File: src/rtl/bgr_defines.svh
// Constants of the gauge register and alert core
`ifndef BGR_DEFINES_SVH
`define BGR_DEFINES_SVH
`define BGR_CLK_HZ     40000000
`define BGR_SCAN_S     10
`define BGR_A_STAT     8'h00
`define BGR_A_CTL      8'h01
`define BGR_A_ACR_H    8'h02
`define BGR_A_ACR_L    8'h03
`define BGR_A_CHI_H    8'h04
`define BGR_A_CHI_L    8'h05
`define BGR_A_CLO_H    8'h06
`define BGR_A_CLO_L    8'h07
`define BGR_A_VRES_H   8'h08
`define BGR_A_VRES_L   8'h09
`define BGR_A_VHI_H    8'h0A
`define BGR_A_VHI_L    8'h0B
`define BGR_A_VLO_H    8'h0C
`define BGR_A_VLO_L    8'h0D
`define BGR_A_IRES_H   8'h0E
`define BGR_A_IRES_L   8'h0F
`define BGR_A_IHI_H    8'h10
`define BGR_A_IHI_L    8'h11
`define BGR_A_ILO_H    8'h12
`define BGR_A_ILO_L    8'h13
`define BGR_A_TRES_H   8'h14
`define BGR_A_TRES_L   8'h15
`define BGR_A_THI      8'h16
`define BGR_A_TLO      8'h17
`define BGR_F_SUPPLY_LOW_LOCKOUT     0
`define BGR_F_VOLT     1
`define BGR_F_CLO      2
`define BGR_F_CHI      3
`define BGR_F_TEMP     4
`define BGR_F_OVF      5
`define BGR_F_CURR     6
`define BGR_CTL_RST    8'h3C
`define BGR_ACR_RST    16'h7FFF
`define BGR_HI16       16'hFFFF
`define BGR_LO16       16'h0000
`define BGR_HI8        8'hFF
`define BGR_MODE_AUTO  2'h3
`define BGR_MODE_SCAN  2'h2
`define BGR_MODE_SLEEP 2'h0
`define BGR_M_MAX      13'h1000
`define BGR_M_CODE_MAX 3'h6
`endif

File: src/rtl/bgr_pkg.sv
// Types of the gauge register and alert core
package bgr_pkg;
  typedef struct packed {
    logic [1:0] mode;
    logic [2:0] presc;
    logic       alert_en;
    logic       cc_en;
    logic       shdn;
  } bgr_ctl_t;
  typedef enum logic [1:0] {
    CS_IDLE = 2'b00,
    CS_VOLT = 2'b01,
    CS_CURR = 2'b11,
    CS_TEMP = 2'b10
  } bgr_cst_t;
  typedef struct packed {
    logic        wr;
    logic        rd;
    logic [7:0]  addr;
    logic [7:0]  wdata;
  } bgr_req_t;
  typedef struct packed {
    logic        vld;
    bgr_cst_t    sel;
    logic [15:0] data;
  } bgr_res_t;
  typedef struct packed {
    logic [11:0] cnt;
    logic        inc;
    logic        dec;
  } bgr_pre_t;
  typedef struct packed {
    bgr_cst_t    st;
    logic        start;
    logic        busy;
    logic        armed;
    logic [31:0] cnt;
    bgr_res_t    res;
  } bgr_cnv_t;
endpackage : bgr_pkg

File: src/rtl/bgr_conv.sv
// Conversion sequencer: voltage, current, temperature, then sleep
`timescale 1ns/1ps
`default_nettype none
`include "bgr_defines.svh"
module bgr_conv #(
  parameter int unsigned SCAN_CYCLES = `BGR_SCAN_S * `BGR_CLK_HZ
) (
  // Clock and reset
  input  wire logic              clk_i,
  input  wire logic              rst_i,
  // Control
  input  wire logic [1:0]        mode_i,
  input  wire logic              trig_i,
  // Converter
  input  wire logic              done_i,
  input  wire logic [15:0]       data_i,
  output logic                   start_o,
  output logic                   busy_o,
  output bgr_pkg::bgr_cst_t      sel_o,
  output bgr_pkg::bgr_res_t      res_o
);
  import bgr_pkg::*;
  localparam logic [31:0] LAST = 32'(SCAN_CYCLES - 1);
  bgr_cnv_t s_reg;
  bgr_cnv_t s_next;
  logic     go;

  always_comb begin
    s_next = s_reg;
    s_next.start = 1'b0;
    s_next.res.vld = 1'b0;
    go = 1'b0;
    if (trig_i) begin
      s_next.armed = (mode_i == `BGR_MODE_AUTO) || (mode_i == `BGR_MODE_SCAN);
      s_next.cnt = LAST;
    end else if (s_reg.armed && mode_i == `BGR_MODE_SCAN) begin
      s_next.cnt = (s_reg.cnt == 32'h0) ? LAST : s_reg.cnt - 32'h1;
    end
    case (s_reg.st)
      CS_IDLE: begin
        go = (trig_i && mode_i != `BGR_MODE_SLEEP) ||
             (s_reg.armed && mode_i == `BGR_MODE_AUTO) ||
             (s_reg.armed && mode_i == `BGR_MODE_SCAN &&
              s_reg.cnt == 32'h0);
        if (go) begin
          s_next.st = CS_VOLT;
          s_next.start = 1'b1;
        end
      end
      CS_VOLT, CS_CURR, CS_TEMP: begin
        if (done_i) begin
          s_next.res = '{vld: 1'b1, sel: s_reg.st, data: data_i};
          s_next.start = (s_reg.st != CS_TEMP);
          s_next.st = (s_reg.st == CS_VOLT) ? CS_CURR :
                      (s_reg.st == CS_CURR) ? CS_TEMP : CS_IDLE;
        end
      end
      default: s_next.st = CS_IDLE;
    endcase
    s_next.busy = (s_next.st != CS_IDLE);
  end

  always_ff @(posedge clk_i) begin
    if (rst_i) begin
      s_reg <= '0;
    end else begin
      s_reg <= s_next;
    end
  end

  assign start_o = s_reg.start;
  assign busy_o  = s_reg.busy;
  assign sel_o   = s_reg.st;
  assign res_o   = s_reg.res;
endmodule // bgr_conv
`default_nettype wire

File: src/rtl/bgr_presc.sv
// Coulomb prescaler: divides integrator steps by M
`timescale 1ns/1ps
`default_nettype none
`include "bgr_defines.svh"
module bgr_presc (
  // Clock and reset
  input  wire logic       clk_i,
  input  wire logic       rst_i,
  // Integrator steps and setup
  input  wire logic       up_i,
  input  wire logic       dn_i,
  input  wire logic       run_i,
  input  wire logic [2:0] code_i,
  // Charge count steps
  output logic            inc_o,
  output logic            dec_o
);
  import bgr_pkg::*;
  bgr_pre_t    s_reg;
  bgr_pre_t    s_next;
  logic [12:0] m;
  logic [11:0] lim;

  always_comb begin
    s_next = s_reg;
    s_next.inc = 1'b0;
    s_next.dec = 1'b0;
    m = (code_i >= `BGR_M_CODE_MAX) ? `BGR_M_MAX
                                    : 13'(13'h1 << {code_i, 1'b0});
    lim = 12'(m - 13'h1);
    if (run_i && up_i && !dn_i) begin
      if (s_reg.cnt >= lim) begin
        s_next.cnt = 12'h000;
        s_next.inc = 1'b1;
      end else begin
        s_next.cnt = s_reg.cnt + 12'h001;
      end
    end else if (run_i && dn_i && !up_i) begin
      if (s_reg.cnt == 12'h000) begin
        s_next.cnt = lim;
        s_next.dec = 1'b1;
      end else begin
        s_next.cnt = (s_reg.cnt > lim) ? lim : s_reg.cnt - 12'h001;
      end
    end
  end

  always_ff @(posedge clk_i) begin
    if (rst_i) begin
      s_reg <= '0;
    end else begin
      s_reg <= s_next;
    end
  end

  assign inc_o = s_reg.inc;
  assign dec_o = s_reg.dec;
endmodule // bgr_presc
`default_nettype wire

File: src/rtl/bgr_top.sv
// Register bank, charge bookkeeping and alert pin of the gauge core
//----------------------------------------------------------------------
// Behaviour
// - Prescale integrator steps by M, 1 to 4096
// - Prescaler overflow adds one, underflow subtracts one
// - Charge count readable by the host
// - Conversions start only after a control write
// - Scan mode converts all three every 10 s
// - Store each result, then converter sleeps
// - Reset: defaults, counter runs, converter off
// - Reset: charge 7FFFh, lows 0000h, highs FFFFh
// - Reset: alert enabled, M 4096, control 3Ch
// - Quantities are 16 bits in byte pairs
// - Limit crossed sets flag, alert pulls pin low
// - Results checked: current A6, temp A4, volt A1
// - Charge step checked: high A3, low A2
// - Charge wrap sets A5 and keeps counting
// - Supply low: flag A0, hold count, resume
// - Status read clears all bits, may reset
// - Control register is eight bits wide
// - Bits 7:6 pick auto, scan, manual, sleep
// - Bits 2:1 pick alert, charge done, off
// - Charge done low forces count to FFFFh
// - Alert stays low until alert response done
//----------------------------------------------------------------------
`timescale 1ns/1ps
`default_nettype none
`include "bgr_defines.svh"
module bgr_top #(
  parameter int unsigned SCAN_CYCLES = `BGR_SCAN_S * `BGR_CLK_HZ
) (
  // Clock and reset
  input  wire logic              CLK_I,
  input  wire logic              RST_I,
  // Register port from the serial interface
  input  wire bgr_pkg::bgr_req_t REG_REQ_I,
  input  wire logic              ALERT_RESPONSE_DONE_I,
  output var  logic [7:0]        REG_RDATA_O,
  // Analog side
  input  wire logic              INT_UP_I,
  input  wire logic              INT_DN_I,
  input  wire logic              SUPPLY_LOW_LOCKOUT_I,
  output var  logic              SHUTDOWN_O,
  // Converter
  input  wire logic              CONV_DONE_I,
  input  wire logic [15:0]       CONV_DATA_I,
  output var  logic              CONV_START_O,
  output var  logic              ADC_ON_O,
  output bgr_pkg::bgr_cst_t      CONV_SEL_O,
  // Alert or charge done pin, open drain
  input  wire logic              ALERT_OR_CHARGE_DONE_PIN_I,
  output var  logic              ALERT_OR_CHARGE_DONE_PIN_O,
  output var  logic              ALERT_OR_CHARGE_DONE_PIN_OE_O
);
  import bgr_pkg::*;

  typedef struct packed {
    logic        up_s1, up_s2, dn_s1, dn_s2;
    logic        uv_s1, uv_s2, pin_s1, pin_s2;
    bgr_ctl_t    ctl;
    logic [15:0] accumulated_charge_count, chi, clo, vhi, vlo, ihi, ilo;
    logic [15:0] vres, ires, tres;
    logic [7:0]  thi, tlo;
    logic [6:0]  flags;
    logic        alert;
    logic [1:0]  alert_d;
    logic        pstep;
    logic        trig;
    logic [7:0]  rdata;
  } bgr_st_t;

  bgr_st_t     s_reg;
  bgr_st_t     s_next;
  logic        pre_inc;
  logic        pre_dec;
  bgr_res_t    res;
  logic [15:0] acr_nx;
  logic        step;
  logic        cc_force;
  logic        acr_wr;
  logic        stat_rd;
  logic [6:0]  fl;

  //--------------------------------------------------------------------
  // Prescaler and converter sequencer
  //--------------------------------------------------------------------
  bgr_presc u_presc (
    .clk_i  (CLK_I),
    .rst_i  (RST_I),
    .up_i   (s_reg.up_s2),
    .dn_i   (s_reg.dn_s2),
    .run_i  (!s_reg.ctl.shdn && !s_reg.uv_s2),
    .code_i (s_reg.ctl.presc),
    .inc_o  (pre_inc),
    .dec_o  (pre_dec)
  );

  bgr_conv #(
    .SCAN_CYCLES (SCAN_CYCLES)
  ) u_conv (
    .clk_i   (CLK_I),
    .rst_i   (RST_I),
    .mode_i  (s_reg.ctl.mode),
    .trig_i  (s_reg.trig),
    .done_i  (CONV_DONE_I),
    .data_i  (CONV_DATA_I),
    .start_o (CONV_START_O),
    .busy_o  (ADC_ON_O),
    .sel_o   (CONV_SEL_O),
    .res_o   (res)
  );

  //--------------------------------------------------------------------
  // Next state
  //--------------------------------------------------------------------
  always_comb begin
    s_next = s_reg;
    s_next.trig = 1'b0;
    fl = 7'h00;
    step = s_reg.pstep;
    acr_nx = s_reg.accumulated_charge_count;
    s_next.up_s1 = INT_UP_I;
    s_next.up_s2 = s_reg.up_s1;
    s_next.dn_s1 = INT_DN_I;
    s_next.dn_s2 = s_reg.dn_s1;
    s_next.uv_s1 = SUPPLY_LOW_LOCKOUT_I;
    s_next.uv_s2 = s_reg.uv_s1;
    s_next.pin_s1 = ALERT_OR_CHARGE_DONE_PIN_I;
    s_next.pin_s2 = s_reg.pin_s1;
    s_next.alert_d = {s_reg.alert_d[0], s_reg.alert};
    // Integrator step as the prescaler sees it; limits are checked on each
    s_next.pstep = !s_reg.ctl.shdn && !s_reg.uv_s2 &&
                   (s_reg.up_s2 ^ s_reg.dn_s2);
    acr_wr = REG_REQ_I.wr && (REG_REQ_I.addr == `BGR_A_ACR_H ||
                              REG_REQ_I.addr == `BGR_A_ACR_L);
    stat_rd = REG_REQ_I.rd && REG_REQ_I.addr == `BGR_A_STAT;

    // Charge count steps and wrap
    if (pre_inc) begin
      acr_nx = s_reg.accumulated_charge_count + 16'h0001;
      step = 1'b1;
      if (s_reg.accumulated_charge_count == `BGR_HI16) begin
        fl[`BGR_F_OVF] = 1'b1;
      end
    end else if (pre_dec) begin
      acr_nx = s_reg.accumulated_charge_count - 16'h0001;
      step = 1'b1;
      if (s_reg.accumulated_charge_count == `BGR_LO16) begin
        fl[`BGR_F_OVF] = 1'b1;
      end
    end
    if (step) begin
      if (acr_nx > s_reg.chi) begin
        fl[`BGR_F_CHI] = 1'b1;
      end
      if (acr_nx < s_reg.clo) begin
        fl[`BGR_F_CLO] = 1'b1;
      end
    end
    // Charge done input; ignored while our own pull-down may still sit
    // in the pin synchroniser
    cc_force = s_reg.ctl.cc_en && !s_reg.pin_s2 && !s_reg.alert &&
               s_reg.alert_d == 2'h0;
    if (cc_force) begin
      acr_nx = `BGR_HI16;
    end
    s_next.accumulated_charge_count = acr_nx;

    // Conversion results
    if (res.vld) begin
      case (res.sel)
        CS_VOLT: begin
          s_next.vres = res.data;
          if (res.data > s_reg.vhi || res.data < s_reg.vlo) begin
            fl[`BGR_F_VOLT] = 1'b1;
          end
        end
        CS_CURR: begin
          s_next.ires = res.data;
          if (res.data > s_reg.ihi || res.data < s_reg.ilo) begin
            fl[`BGR_F_CURR] = 1'b1;
          end
        end
        CS_TEMP: begin
          s_next.tres = res.data;
          if (res.data[15:8] > s_reg.thi || res.data[15:8] < s_reg.tlo) begin
            fl[`BGR_F_TEMP] = 1'b1;
          end
        end
        default: ;
      endcase
    end
    if (s_reg.uv_s2) begin
      fl[`BGR_F_SUPPLY_LOW_LOCKOUT] = 1'b1;
    end

    // Host writes; result and status addresses keep their values
    if (REG_REQ_I.wr) begin
      case (REG_REQ_I.addr)
        `BGR_A_CTL: begin
          s_next.ctl = bgr_ctl_t'(REG_REQ_I.wdata);
          s_next.trig = 1'b1;
        end
        `BGR_A_ACR_H: s_next.accumulated_charge_count[15:8] = REG_REQ_I.wdata;
        `BGR_A_ACR_L: s_next.accumulated_charge_count[7:0] = REG_REQ_I.wdata;
        `BGR_A_CHI_H: s_next.chi[15:8] = REG_REQ_I.wdata;
        `BGR_A_CHI_L: s_next.chi[7:0] = REG_REQ_I.wdata;
        `BGR_A_CLO_H: s_next.clo[15:8] = REG_REQ_I.wdata;
        `BGR_A_CLO_L: s_next.clo[7:0] = REG_REQ_I.wdata;
        `BGR_A_VHI_H: s_next.vhi[15:8] = REG_REQ_I.wdata;
        `BGR_A_VHI_L: s_next.vhi[7:0] = REG_REQ_I.wdata;
        `BGR_A_VLO_H: s_next.vlo[15:8] = REG_REQ_I.wdata;
        `BGR_A_VLO_L: s_next.vlo[7:0] = REG_REQ_I.wdata;
        `BGR_A_IHI_H: s_next.ihi[15:8] = REG_REQ_I.wdata;
        `BGR_A_IHI_L: s_next.ihi[7:0] = REG_REQ_I.wdata;
        `BGR_A_ILO_H: s_next.ilo[15:8] = REG_REQ_I.wdata;
        `BGR_A_ILO_L: s_next.ilo[7:0] = REG_REQ_I.wdata;
        `BGR_A_THI:   s_next.thi = REG_REQ_I.wdata;
        `BGR_A_TLO:   s_next.tlo = REG_REQ_I.wdata;
        default: ;
      endcase
    end

    // Host reads; data appear one cycle after the request
    if (REG_REQ_I.rd) begin
      case (REG_REQ_I.addr)
        `BGR_A_STAT:   s_next.rdata = {1'b0, s_reg.flags};
        `BGR_A_CTL:    s_next.rdata = s_reg.ctl;
        `BGR_A_ACR_H:  s_next.rdata = s_reg.accumulated_charge_count[15:8];
        `BGR_A_ACR_L:  s_next.rdata = s_reg.accumulated_charge_count[7:0];
        `BGR_A_CHI_H:  s_next.rdata = s_reg.chi[15:8];
        `BGR_A_CHI_L:  s_next.rdata = s_reg.chi[7:0];
        `BGR_A_CLO_H:  s_next.rdata = s_reg.clo[15:8];
        `BGR_A_CLO_L:  s_next.rdata = s_reg.clo[7:0];
        `BGR_A_VRES_H: s_next.rdata = s_reg.vres[15:8];
        `BGR_A_VRES_L: s_next.rdata = s_reg.vres[7:0];
        `BGR_A_VHI_H:  s_next.rdata = s_reg.vhi[15:8];
        `BGR_A_VHI_L:  s_next.rdata = s_reg.vhi[7:0];
        `BGR_A_VLO_H:  s_next.rdata = s_reg.vlo[15:8];
        `BGR_A_VLO_L:  s_next.rdata = s_reg.vlo[7:0];
        `BGR_A_IRES_H: s_next.rdata = s_reg.ires[15:8];
        `BGR_A_IRES_L: s_next.rdata = s_reg.ires[7:0];
        `BGR_A_IHI_H:  s_next.rdata = s_reg.ihi[15:8];
        `BGR_A_IHI_L:  s_next.rdata = s_reg.ihi[7:0];
        `BGR_A_ILO_H:  s_next.rdata = s_reg.ilo[15:8];
        `BGR_A_ILO_L:  s_next.rdata = s_reg.ilo[7:0];
        `BGR_A_TRES_H: s_next.rdata = s_reg.tres[15:8];
        `BGR_A_TRES_L: s_next.rdata = s_reg.tres[7:0];
        `BGR_A_THI:    s_next.rdata = s_reg.thi;
        `BGR_A_TLO:    s_next.rdata = s_reg.tlo;
        default:       s_next.rdata = 8'h00;
      endcase
    end

    // Status clears on read; a new event in that cycle survives
    if (stat_rd) begin
      s_next.flags = fl;
    end else begin
      s_next.flags = s_reg.flags | fl;
    end

    // Alert latch: held through mode changes until the host answers
    if (s_reg.ctl.alert_en && |fl) begin
      s_next.alert = 1'b1;
    end else if (ALERT_RESPONSE_DONE_I) begin
      s_next.alert = 1'b0;
    end
  end

  //--------------------------------------------------------------------
  // State register
  //--------------------------------------------------------------------
  always_ff @(posedge CLK_I) begin
    if (RST_I) begin
      s_reg <= '0;
      s_reg.pin_s1 <= 1'b1;
      s_reg.pin_s2 <= 1'b1;
      s_reg.ctl <= bgr_ctl_t'(`BGR_CTL_RST);
      s_reg.accumulated_charge_count <= `BGR_ACR_RST;
      s_reg.chi <= `BGR_HI16;
      s_reg.vhi <= `BGR_HI16;
      s_reg.ihi <= `BGR_HI16;
      s_reg.thi <= `BGR_HI8;
    end else begin
      s_reg <= s_next;
    end
  end

  assign REG_RDATA_O = s_reg.rdata;
  assign SHUTDOWN_O = s_reg.ctl.shdn;
  assign ALERT_OR_CHARGE_DONE_PIN_O = 1'b0;
  assign ALERT_OR_CHARGE_DONE_PIN_OE_O = s_reg.alert;
endmodule // bgr_top
`default_nettype wire

File: config.mk
export PLATFORM = sky130hd
export DESIGN_NAME = bgr_top
export DESIGN_NICKNAME = d
export VERILOG_FILES = /design/src/rtl/bgr_pkg.sv /design/src/rtl/bgr_conv.sv /design/src/rtl/bgr_presc.sv /design/src/rtl/bgr_top.sv
export VERILOG_INCLUDE_DIRS = /design/src /design/src/rtl
export SDC_FILE = /design/constraint.sdc
export NUM_CORES = 1
export LEC_CHECK = 0
export BUFFER_PORTS_ARGS = -buffer_cell sky130_fd_sc_hd__buf_2
export CAP_MARGIN = 40
export CORE_ASPECT_RATIO = 1.4
export CORE_MARGIN = 2
export CORE_UTILIZATION = 55
export CTS_CLUSTER_DIAMETER = 60
export CTS_CLUSTER_SIZE = 10
export DETAILED_ROUTE_END_ITERATION = 8
export PLACE_DENSITY_LB_ADDON = 0.05
export RECOVER_POWER = 25
export SYNTH_ARGS = -nofsm -noshare
export SYNTH_HDL_FRONTEND = slang
export SYNTH_SLANG_ARGS = --single-unit
File: constraint.sdc
create_clock -name CLK_I -period 5.9 [get_ports CLK_I]
set_clock_uncertainty 0.2 [all_clocks]
set_input_delay 0.59 -clock CLK_I [delete_from_list [all_inputs] [get_ports CLK_I]]
set_output_delay 0.59 -clock CLK_I [all_outputs]
set_load 0.02 [all_outputs]
==> results of run 1 <==
worst max-delay path: stages:
cell and delay (ns):
clkbuf_8 0.59, clkbuf_1 0.90, clkbuf_1 2.34, nand3b_1 0.28
synth_stat cells (30+ instances only):
cell type | instances | area (µm²)
nand2_1 | 312 | 1170
dfxtp_1 | 282 | 5650
a21oi_1 | 211 | 1060
ha_1 | 128 | 1600
inv_1 | 125 | 469
nor2_1 | 112 | 420
clkbuf_1 | 95 | 357
nand3_1 | 94 | 470
and3_1 | 67 | 419
a22oi_1 | 63 | 473
a211o_1 | 53 | 464
o21ai_0 | 38 | 190
nor3_1 | 37 | 185
nand4_1 | 35 | 219
xnor2_1 | 30 | 263
routing by layer:
metal  up-vias  track usage, %  part of all wire [%]
met5         -               0                     0
met4         0            20.7                   6.8
met3       208            5.92                   7.7
met2       666            58.8                    46
met1      7237            43.9                    39
li1       7111               -                     -
metrics by stage:
| step | setup WS, ns | total power [mW] | hold WS [ns] |
|---|---|---|---|
| final | 1.31 | 4.21 | 0.0616 |
| after global routing | 0.974 | 4.32 | 0.0575 |
| after CTS | 1.83 | 4.23 | 0.0497 |
| after detailed placement | 1.84 | 2.25 | 0.199 |
| after global placement | 1.95 | 2.25 | 0.191 |
| after floorplan | 2.38 | 2.15 | 0.189 |
cells by family after synthesis:
kind of cell / after synthesis / synth area share, %
and+or+nand+nor: 765 / 23.0
DFF: 282 / 35.5
muxes: 26 / 1.82
buffers and inverters: 246 / 6.19
adders and majority gates: 128 / 10.1
other: 1 / 0.0236
xor gates and xnor gates: 56 / 3.09
AOI/OAI and AO/OA: 495 / 20.3
power groups by stage:
stage | clock [mW] | combinational [mW] | sequential (mW)
finish | 2.00 | 0.273 | 1.94
global route | 2.09 | 0.292 | 1.94
floorplan | 0 | 0.186 | 1.97
detailed placement | 0 | 0.269 | 1.98
global placement | 0 | 0.269 | 1.98
CTS | 2.02 | 0.270 | 1.94
final cells by class:
class                   count  area (µm²)  share of cell area, %
multi-input cells        1471        9260                   53.5
flip-flops and latches    282        5650                   32.6
clock buffers              38         908                   5.25
clock inverters             6        97.6                  0.564
repair buffers             80         453                   2.62
inverters                 126         473                   2.73
well taps                 375         469                   2.71
worst min-delay path by stage:
stage / cells after the start / to / from / slack (ns)
global placement: 1 / s_reg[204] / s_next[204] / 0.19
finish: 2 / s_next[204] / ALERT_OR_CHARGE_DONE_PIN_I / 0.06
floorplan: 1 / s_reg[204] / s_next[204] / 0.19
global route: 2 / s_next[204] / ALERT_OR_CHARGE_DONE_PIN_I / 0.06
CTS: 2 / s_next[204] / ALERT_OR_CHARGE_DONE_PIN_I / 0.05
detailed placement: 1 / s_reg[204] / s_next[204] / 0.20
==> flow_summary_export.csv, run 1 <==
group,metric,value,unit
critical_path,cp-endpoint,"s_reg[137]",
floorplanning,io_pins,57,
finish,fill_cells,2653,
timing,fin_crit,4.59,ns
critical_path,path_max_fanout,131,
power,p_seq_share,46.1,%
finish,layout_common_cells,"nand2_1, dfxtp_1, a21oi_1",
timing,fin_crit_sh,77.7,%
place,gp_congestion,0.976,
job,cap_violations,3,
finish,num_antenna_cells,0,
timing,setup_viol,0,
finish,fin_util,60.9,%
critical_path,startpoint,"RST_I",
detailed_routing,vias,15222,
place,place_inst,2334,
clock_tree,cts_buffers,35,
critical_path,r2r_slack,1.80,ns
finish,final_common_cell,"nand2_1",
synth,synth_ff_type,"dfxtp_1",
finish,final_area,0.0173,mm²
power,powerDensity,243,mW/mm²
clock_tree,htreeDepth,2,
synth,synth_edf_count,0,
detailed_routing,dr.pass1.iters,6,
clock_tree,tritoncts,"yes",
power,ir_worst_vdd,231,µV
power,total_leakage_power,7.15,nW
floorplanning,placementRows,73,
synth,synth_nets,2169,
critical_path,r2r-start,"s_reg[200]",
global_route,grt_pass1_vias,14404,
clock_tree,clk_root_buffer_cell,"clkbuf_16",
detailed_routing,via_per_inst,6.40,
timing,tns,0,ns
floorplanning,start_util,55.9,%
hold_path,worstHoldPathType,"in2reg",
timing,relSlewSlack,-115,%
timing,fmaxAchievable,218,MHz
clock_tree,cts.sinks,282,
finish,largest_reg_flops,197,
synth,netlist_instances,1999,
critical_path,worst_r2r_path_depth,13,
critical_path,reg2reg_to,"u_presc.s_reg[2]",
synth,synth.avg_cell_area,7.95,µm²
detailed_routing,wl_per_cell,22.9,µm
global_route,grt_max_degree,132,
finish,syn_to_final_growth,8.92,%
floorplanning,fp.dieW,148,µm
synth,yosys_warnings,0,
power,p_sw_share,24.2,%
floorplanning,coreArea,0.0284,mm²
global_route,grt.total_usage,35.7,%
synth,synth.distinct_cells,73,
place,dpl_cell_area,0.0163,mm²
timing,worstMarginPinSlew,3.23,ns
clock_tree,post_cts_buffers,0,
critical_path,startpoint_type,"input port",
critical_path,critPathArrivalTime,4.85,ns
finish,fin_nets,2166,
finish,drive_gt1_share,6.59,%
floorplanning,die_h,205,µm
timing,maxSlewViolCount,143,
clock_tree,post_cts_resized,0,
synth,async_flop_share,0,%
outcome,status,"complete, but fails checks",
detailed_routing,drtIter0Drc,1550,
global_route,overflow,0,
critical_path,required,6.17,ns
clock_tree,holdBufCountCts,0,
power,pwr-share-comb,6.5,%
detailed_routing,drc_errors,0,
synth,yosysSeqAreaShare,35.5,%
timing,rsz0062_at_grt,"no",
detailed_routing,drtAntennaViolNets,0,
detailed_routing,routed_wl,54400,µm
power,p_sw,1.02,mW
synth,synth_area,0.0159,mm²
global_route,grt_pass1_wl,83200,µm
global_route,antenna_found_initial,0,
critical_path,setup.worst_path.end_class,"flip-flop",
timing,hold_viol_final,0,
power,power.internal,3.19,mW
floorplanning,die-area,0.0303,mm²
power,clkPwrFrac,47.5,%
clock_tree,cts_max_path_buffers,3,
place,portBuffers,55,
critical_path,crit_type,"in2reg",
clock_tree,clkTransAtPathRegs,0.05,ns
place,hpwl,37800,µm
synth,synth-seq-cells,282,
clock_tree,worst_skew_pair.late_latency,0.54,ns
finish,finalNonFillerCells,2378,
outcome,violations,"max-capacitance violations, max-slew violations",
Power figures use the tool's default switching activity.
==> run 2: changes to the inputs <==
--- a/config.mk
+++ b/config.mk
@@ -6,6 +6,7 @@
 export SDC_FILE = /design/constraint.sdc
 export NUM_CORES = 1
 export LEC_CHECK = 0
+export ABC_AREA = 1
 export BUFFER_PORTS_ARGS = -buffer_cell sky130_fd_sc_hd__buf_2
 export CAP_MARGIN = 40
 export CORE_ASPECT_RATIO = 1.4
==> constraint.sdc (replaced) <==
create_clock -name CLK_I -period 4.29 [get_ports CLK_I]
set_clock_uncertainty 0.2 [all_clocks]
set_input_delay 0.429 -clock CLK_I [delete_from_list [all_inputs] [get_ports CLK_I]]
set_output_delay 0.429 -clock CLK_I [all_outputs]
set_load 0.02 [all_outputs]
==> run 2 against run 1 <==
  * The run still ends with max-capacitance violations, max-slew violations left
  * Clock power increased by 27%
  * Non-clock buffer count grew 2
  * Register-to-register slack lost 1.1 ns
  * Wire length decreased by 6.7%
  * Global-route usage fell by 2.7 points
  * Core utilization down 0.31 points
  * Critical path depth grew 14
  * Sequential share of layout area shrank 0.48 points
  * Hold slack got worse by 0.048 ns
  * Worst setup slack got worse by 0.57 ns
  * Sequential power grew 37%
  * Largest cell class unchanged
==> flow_summary_export.csv, run 2 <==
group,metric,value,unit
timing,setup_viol,0,
detailed_routing,drc_errors,0,
clock_tree,cts.sinks,282,
clock_tree,post_cts_resized,0,
finish,drive_gt1_share,7.45,%
clock_tree,clkTransAtPathRegs,0.05,ns
synth,synth_top_area_share,35.0,%
finish,final_common_cell,"nand2_1",
detailed_routing,wl_per_cell,18.8,µm
finish,syn_to_final_growth,9.02,%
global_route,grt_max_degree,93,
clock_tree,cts_max_path_buffers,3,
timing,setup_ws,0.743,ns
floorplanning,die_h,207,µm
clock_tree,clk_root_buffer_cell,"clkbuf_16",
critical_path,critPathArrivalTime,3.80,ns
synth,synth.distinct_cells,53,
synth,synth_top_area_cell,"dfxtp_1",
finish,fin_nets,2488,
synth,yosys-top-cells-count,"nand2_1, dfxtp_1, inv_1, nor2_1, a21oi_1",
critical_path,required,4.55,ns
place,hpwl,36400,µm
synth,yosys_warnings,0,
hold_path,worstHoldPathType,"in2reg",
synth,synth.avg_cell_area,7.04,µm²
floorplanning,die-area,0.0307,mm²
finish,num_antenna_cells,0,
job,cap_violations,2,
outcome,status,"complete, but fails checks",
synth,yosysSeqAreaShare,35.0,%
critical_path,critPathSlowestCell,"dfxtp_1",
critical_path,max_stage_delay,0.43,ns
timing,maxSlewViolCount,119,
floorplanning,coreArea,0.0290,mm²
synth,yosys-top-cells-area,"dfxtp_1, ha_1, nand2_1, a21oi_1, inv_1",
finish,largest_reg_flops,197,
place,gp_congestion,0.970,
finish,layout_common_cells,"nand2_1, dfxtp_1, inv_1",
power,ir_worst_vdd,342,µV
synth,synth.most_common_cell,"nand2_1",
detailed_routing,drtIter0Drc,1155,
synth,netlist_instances,2288,
critical_path,path_max_fanout,22,
clock_tree,cts_buffers,34,
timing,fin_crit_sh,82.7,%
place,portBuffers,55,
timing,fin_crit,3.55,ns
synth,synth_nets,2458,
critical_path,path_delay_family,"compound AO/OA/AOI/OAI gates",
detailed_routing,via_per_inst,5.70,
timing,tns,0,ns
detailed_routing,vias,15398,
global_route,grt_pass1_vias,14628,
critical_path,setup.worst_path.end_class,"flip-flop",
critical_path,startpoint_type,"flip-flop",
detailed_routing,routed_wl,50800,µm
synth,async_flop_share,0,%
clock_tree,post_cts_buffers,0,
synth,synth_area,0.0161,mm²
critical_path,crit_type,"reg2reg",
clock_tree,tritoncts,"yes",
timing,worstMarginPinSlew,3.02,ns
timing,fmaxAchievable,282,MHz
floorplanning,io_pins,57,
detailed_routing,drtAntennaViolNets,0,
synth,synth_ff_type,"dfxtp_1",
power,total_leakage_power,8.54,nW
floorplanning,start_util,55.6,%
place,dp_slack,0.830,ns
clock_tree,htreeDepth,2,
global_route,overflow,0,
timing,hold_viol_final,0,
timing,relSlewSlack,-101,%
critical_path,path_common_cell,"a21oi_1",
floorplanning,fp.dieW,149,µm
floorplanning,placementRows,74,
outcome,violations,"max-capacitance violations, max-slew violations",
clock_tree,worst_skew_pair.late_latency,0.53,ns
power,powerDensity,316,mW/mm²
clock_tree,holdBufCountCts,18,
finish,fin_util,60.6,%
global_route,grt_pass1_wl,78600,µm
critical_path,path_cells,"inv_2 > nand2_1 > ha_1 > inv_1 > a21oi_1 > inv_1 > a21oi_1 > a31oi_1 > ha_1 > a21oi_1 > nor2_1 > nor3_1 > nand3_1 > nand2_1 > nand2_1 > a21oi_1 > o21ai_0 > a21oi_1",
detailed_routing,dr.pass1.iters,6,
critical_path,crit_buf_inv,3,
global_route,grt.total_usage,33.0,%
global_route,antenna_found_initial,0,
timing,rsz0062_at_grt,"no",
synth,synth-seq-cells,282,
timing,holdWs,0.0134,ns
finish,fill_cells,2747,
synth,synth_edf_count,0,
==> run 2: kinds of logic after synthesis <==
| kind of cell | after synthesis | synth area share [%] |
|---|---|---|
| and+or+nand+nor | 871 | 23.1 |
| AOI/OAI and AO/OA | 578 | 20.1 |
| buffers and inverters | 388 | 9.60 |
| DFF | 282 | 35.0 |
| adders and majority gates | 128 | 9.94 |
| xor gates and xnor gates | 40 | 2.22 |
| other | 1 | 0.0233 |
==> run 2: worst register-to-register path, delay by kind of cell (launching register included) <==
family / cells / cell delay [ns]
compound gates: 7 / 1.13
simple gates: 6 / 1.00
flops: 1 / 0.43
buf+inv: 3 / 0.33
fa+ha+maj: 2 / 0.40
==> run 2: final timing paths <==
| check | startpoint | to | slack [ns] | depth (start not counted) |
|---|---|---|---|---|
| max | s_reg[201] | u_presc.s_reg[2] | 0.74 | 18 |
| min | ALERT_RESPONSE_DONE_I | ALERT_OR_CHARGE_DONE_PIN_OE_O | 0.01 | 4 |
| min reg2reg | s_next[210] | s_reg[210] | 0.21 | 2 |
| max reg2reg | s_reg[201] | u_presc.s_reg[2] | 0.74 | 18 |
==> run 2: metal layers <==
metal	vias up	wire length, µm	share of wire [%]	track usage [%]
met5	-	0	0	0
met4	0	3570	7.0	21.6
met3	179	3060	6.0	4.55
met2	490	24600	48	58.2
met1	7088	19600	39	37.1
li1	7641	-	-	-
==> run 2: layout make-up <==
cell class              instances  area, µm²  share of cell area, %
multi-input cells            1618       8920                   50.8
flip-flops and latches        282       5650                   32.1
inverters                     300       1130                   6.44
clock buffers                  34        851                   4.84
repair buffers                 82        497                   2.83
well taps                     380        475                   2.71
clock inverters                 5       46.3                  0.264
==> run 2: report_power, final <==
group | switching (mW) | internal (mW) | total, mW
clock | 1.11 | 1.41 | 2.53
combinational | 0.257 | 0.112 | 0.369
sequential | 0.0244 | 2.64 | 2.66
total | 1.39 | 4.17 | 5.56
==> run 2: through the flow <==
| step | std cells | power [mW] | cell area [µm²] |
|---|---|---|---|
| final | 2701 | 5.56 | 17600 |
| after global routing | 2701 | 5.74 | 17600 |
| after CTS | 2701 | 5.60 | 17600 |
| after detailed placement | 2644 | 3.07 | 16500 |
| after global placement | 2642 | 3.07 | 16500 |
| after floorplan | 2288 | 2.95 | 16100 |
==> run 3: changes to the inputs <==
==> constraint.sdc (replaced) <==
create_clock -name CLK_I -period 3.23 [get_ports CLK_I]
set_clock_uncertainty 0.2 [all_clocks]
set_input_delay 0.323 -clock CLK_I [delete_from_list [all_inputs] [get_ports CLK_I]]
set_output_delay 0.323 -clock CLK_I [all_outputs]
set_load 0.02 [all_outputs]
==> run 3 against run 2 <==
  * The run still ends with max-capacitance violations, max-slew violations left
  * Critical path depth is the same
  * First-iteration DRC count fell by 3.6%
  * Global-route usage rose by 2.0 points
  * Clock power up 40%
  * Worst setup slack got worse by 0.59 ns
  * Clock-buffer cell count up 7
  * Power grew 37%
  * Core utilization up 2.1 points
  * Combinational power rose by 43%
  * Via count grew 2.7%
  * Register-to-register slack worse by 0.59 ns
  * Die area unchanged
  * Critical endpoint is now ALERT_OR_CHARGE_DONE_PIN_OE_O
  * Largest power group unchanged
  * Highest routed layer unchanged
==> flow_summary_export.csv, run 3 (same netlist as run 2, synthesis figures left out) <==
group,metric,value,unit
detailed_routing,drtIter0Drc,1113,
timing,rsz0062_at_grt,"no",
timing,setup_ws,0.152,ns
power,ir_worst_vdd,434,µV
global_route,grt_max_degree,65,
clock_tree,cts_max_path_buffers,3,
critical_path,path_cells,"nand3_4 > nor3_4 > nand4_1 > buf_4 > o21ai_4 > nand2_2 > xnor2_2 > ha_1 > a21oi_1 > o21ai_0 > a21oi_1 > nand2_1 > nand2_2 > nand2_1 > nor2_1 > nand4_1 > nand2_1 > nand2_1",
detailed_routing,routed_wl,54200,µm
place,gp_congestion,0.960,
hold_path,whs_path_depth,3,
clock_tree,worst_skew_pair.late_latency,0.53,ns
floorplanning,start_util,55.6,%
finish,num_antenna_cells,0,
hold_path,worstHoldPathType,"in2reg",
finish,finalNonFillerCells,2752,
clock_tree,clkTransAtPathRegs,0.06,ns
clock_tree,htreeDepth,2,
detailed_routing,drc_errors,0,
critical_path,setup.worst_path.end_class,"flip-flop",
clock_tree,tritoncts,"yes",
critical_path,critPathSlowestCell,"dfxtp_4",
place,dp_slack,0.150,ns
critical_path,crit_type,"reg2reg",
outcome,status,"complete, but fails checks",
place,hpwl,39400,µm
floorplanning,coreArea,0.0290,mm²
global_route,antenna_found_initial,0,
critical_path,critPathArrivalTime,3.29,ns
timing,holdWs,0.121,ns
floorplanning,placementRows,74,
global_route,grt_pass1_wl,82300,µm
critical_path,path_common_cell,"nand2_1",
clock_tree,cts_buffers,35,
floorplanning,fp.dieW,149,µm
timing,relSlewSlack,-38.7,%
critical_path,startpoint_type,"flip-flop",
finish,syn_to_final_growth,12.7,%
clock_tree,clk_root_buffer_cell,"clkbuf_16",
timing,tns,0,ns
floorplanning,die-area,0.0307,mm²
floorplanning,io_pins,57,
critical_path,worst_r2r_path_depth,18,
timing,fin_crit,3.08,ns
finish,fin_nets,2536,
outcome,violations,"max-capacitance violations, max-slew violations",
detailed_routing,dr.pass1.iters,5,
job,cap_violations,1,
detailed_routing,via_per_inst,5.75,
timing,maxSlewViolCount,62,
global_route,grt_pass1_vias,14905,
global_route,overflow,0,
place,portBuffers,55,
critical_path,path_max_fanout,6,
finish,layout_common_cells,"nand2_1, dfxtp_1, inv_1",
place,place_inst,2679,
global_route,grt.total_usage,35.0,%
floorplanning,die_h,207,µm
finish,largest_reg_flops,197,
timing,setup_viol,0,
finish,final_common_cell,"nand2_1",
power,power.total,7.60,mW
critical_path,required,3.44,ns
detailed_routing,vias,15815,
detailed_routing,drtAntennaViolNets,0,
clock_tree,cts.sinks,282,
power,total_leakage_power,8.84,nW
timing,worstMarginPinSlew,2.08,ns
critical_path,max_stage_delay,0.39,ns
timing,fmaxAchievable,325,MHz
timing,hold_viol_final,0,
timing,fin_crit_sh,95.3,%
power,powerDensity,419,mW/mm²
finish,drive_gt1_share,10.0,%
detailed_routing,wl_per_cell,19.7,µm
## run 3: worst max-delay path, delay by kind of cell, from the launching register on
kind / cells / cell delay [ns]
and+or+nand+nor: 11 / 1.17
AOI/OAI and AO/OA: 4 / 0.43
DFF: 1 / 0.39
adders and majority gates: 1 / 0.29
xor gates and xnor gates: 1 / 0.26
buffers and inverters: 1 / 0.23
## run 3: worst paths after layout
check	start	to	slack, ns
setup / recovery	s_reg[180]	ALERT_OR_CHARGE_DONE_PIN_OE_O	0.15
hold / removal	REG_REQ_I[0]	s_reg[100]	0.12
setup reg to reg	s_reg[180]	ALERT_OR_CHARGE_DONE_PIN_OE_O	0.15
hold reg to reg	s_next[208]	s_reg[208]	0.21
## run 3: per-stage QoR
stage          cell area, µm²  utilization [%]
3_3_place_gp            16800             58.0
6_report                18200             62.7
5_1_grt                 18200             62.7
4_1_cts                 18000             62.2
3_5_place_dp            16800             58.0
2_1_floorplan           16100                -
## run 3: power breakdown
group          leakage, nW  switching (mW)  total, mW  internal (mW)
clock                0.478            1.49       3.54           2.05
sequential            2.28          0.0336       3.54           3.50
combinational         6.09           0.357      0.529          0.171
## run 3: timing repair
action	in CTS	in global routing
hold buffers	23	0
setup endpoints to repair	0	13
gates resized for setup	0	37
hold endpoints to repair	34	0
setup buffers	0	7
## run 3: area by class of cell
| type | count | area (µm²) |
|---|---|---|
| Tap cell | 380 | 475 |
| Timing Repair Buffer | 129 | 901 |
| Inverter | 300 | 1130 |
| Sequential cell | 282 | 5660 |
| Multi-Input combinational cell | 1618 | 9030 |
| Clock buffer | 41 | 948 |
| Fill cell | 2731 | 10800 |
| Clock inverter | 2 | 17.5 |
## run 3: routing by layer
layer,part of all wire [%],GRT usage (%),vias up
li1,-,-,7725
met1,37,37.8,7298
met2,49,62.2,579
met3,6.0,4.77,213
met4,8.6,26.0,0
met5,0,0,-
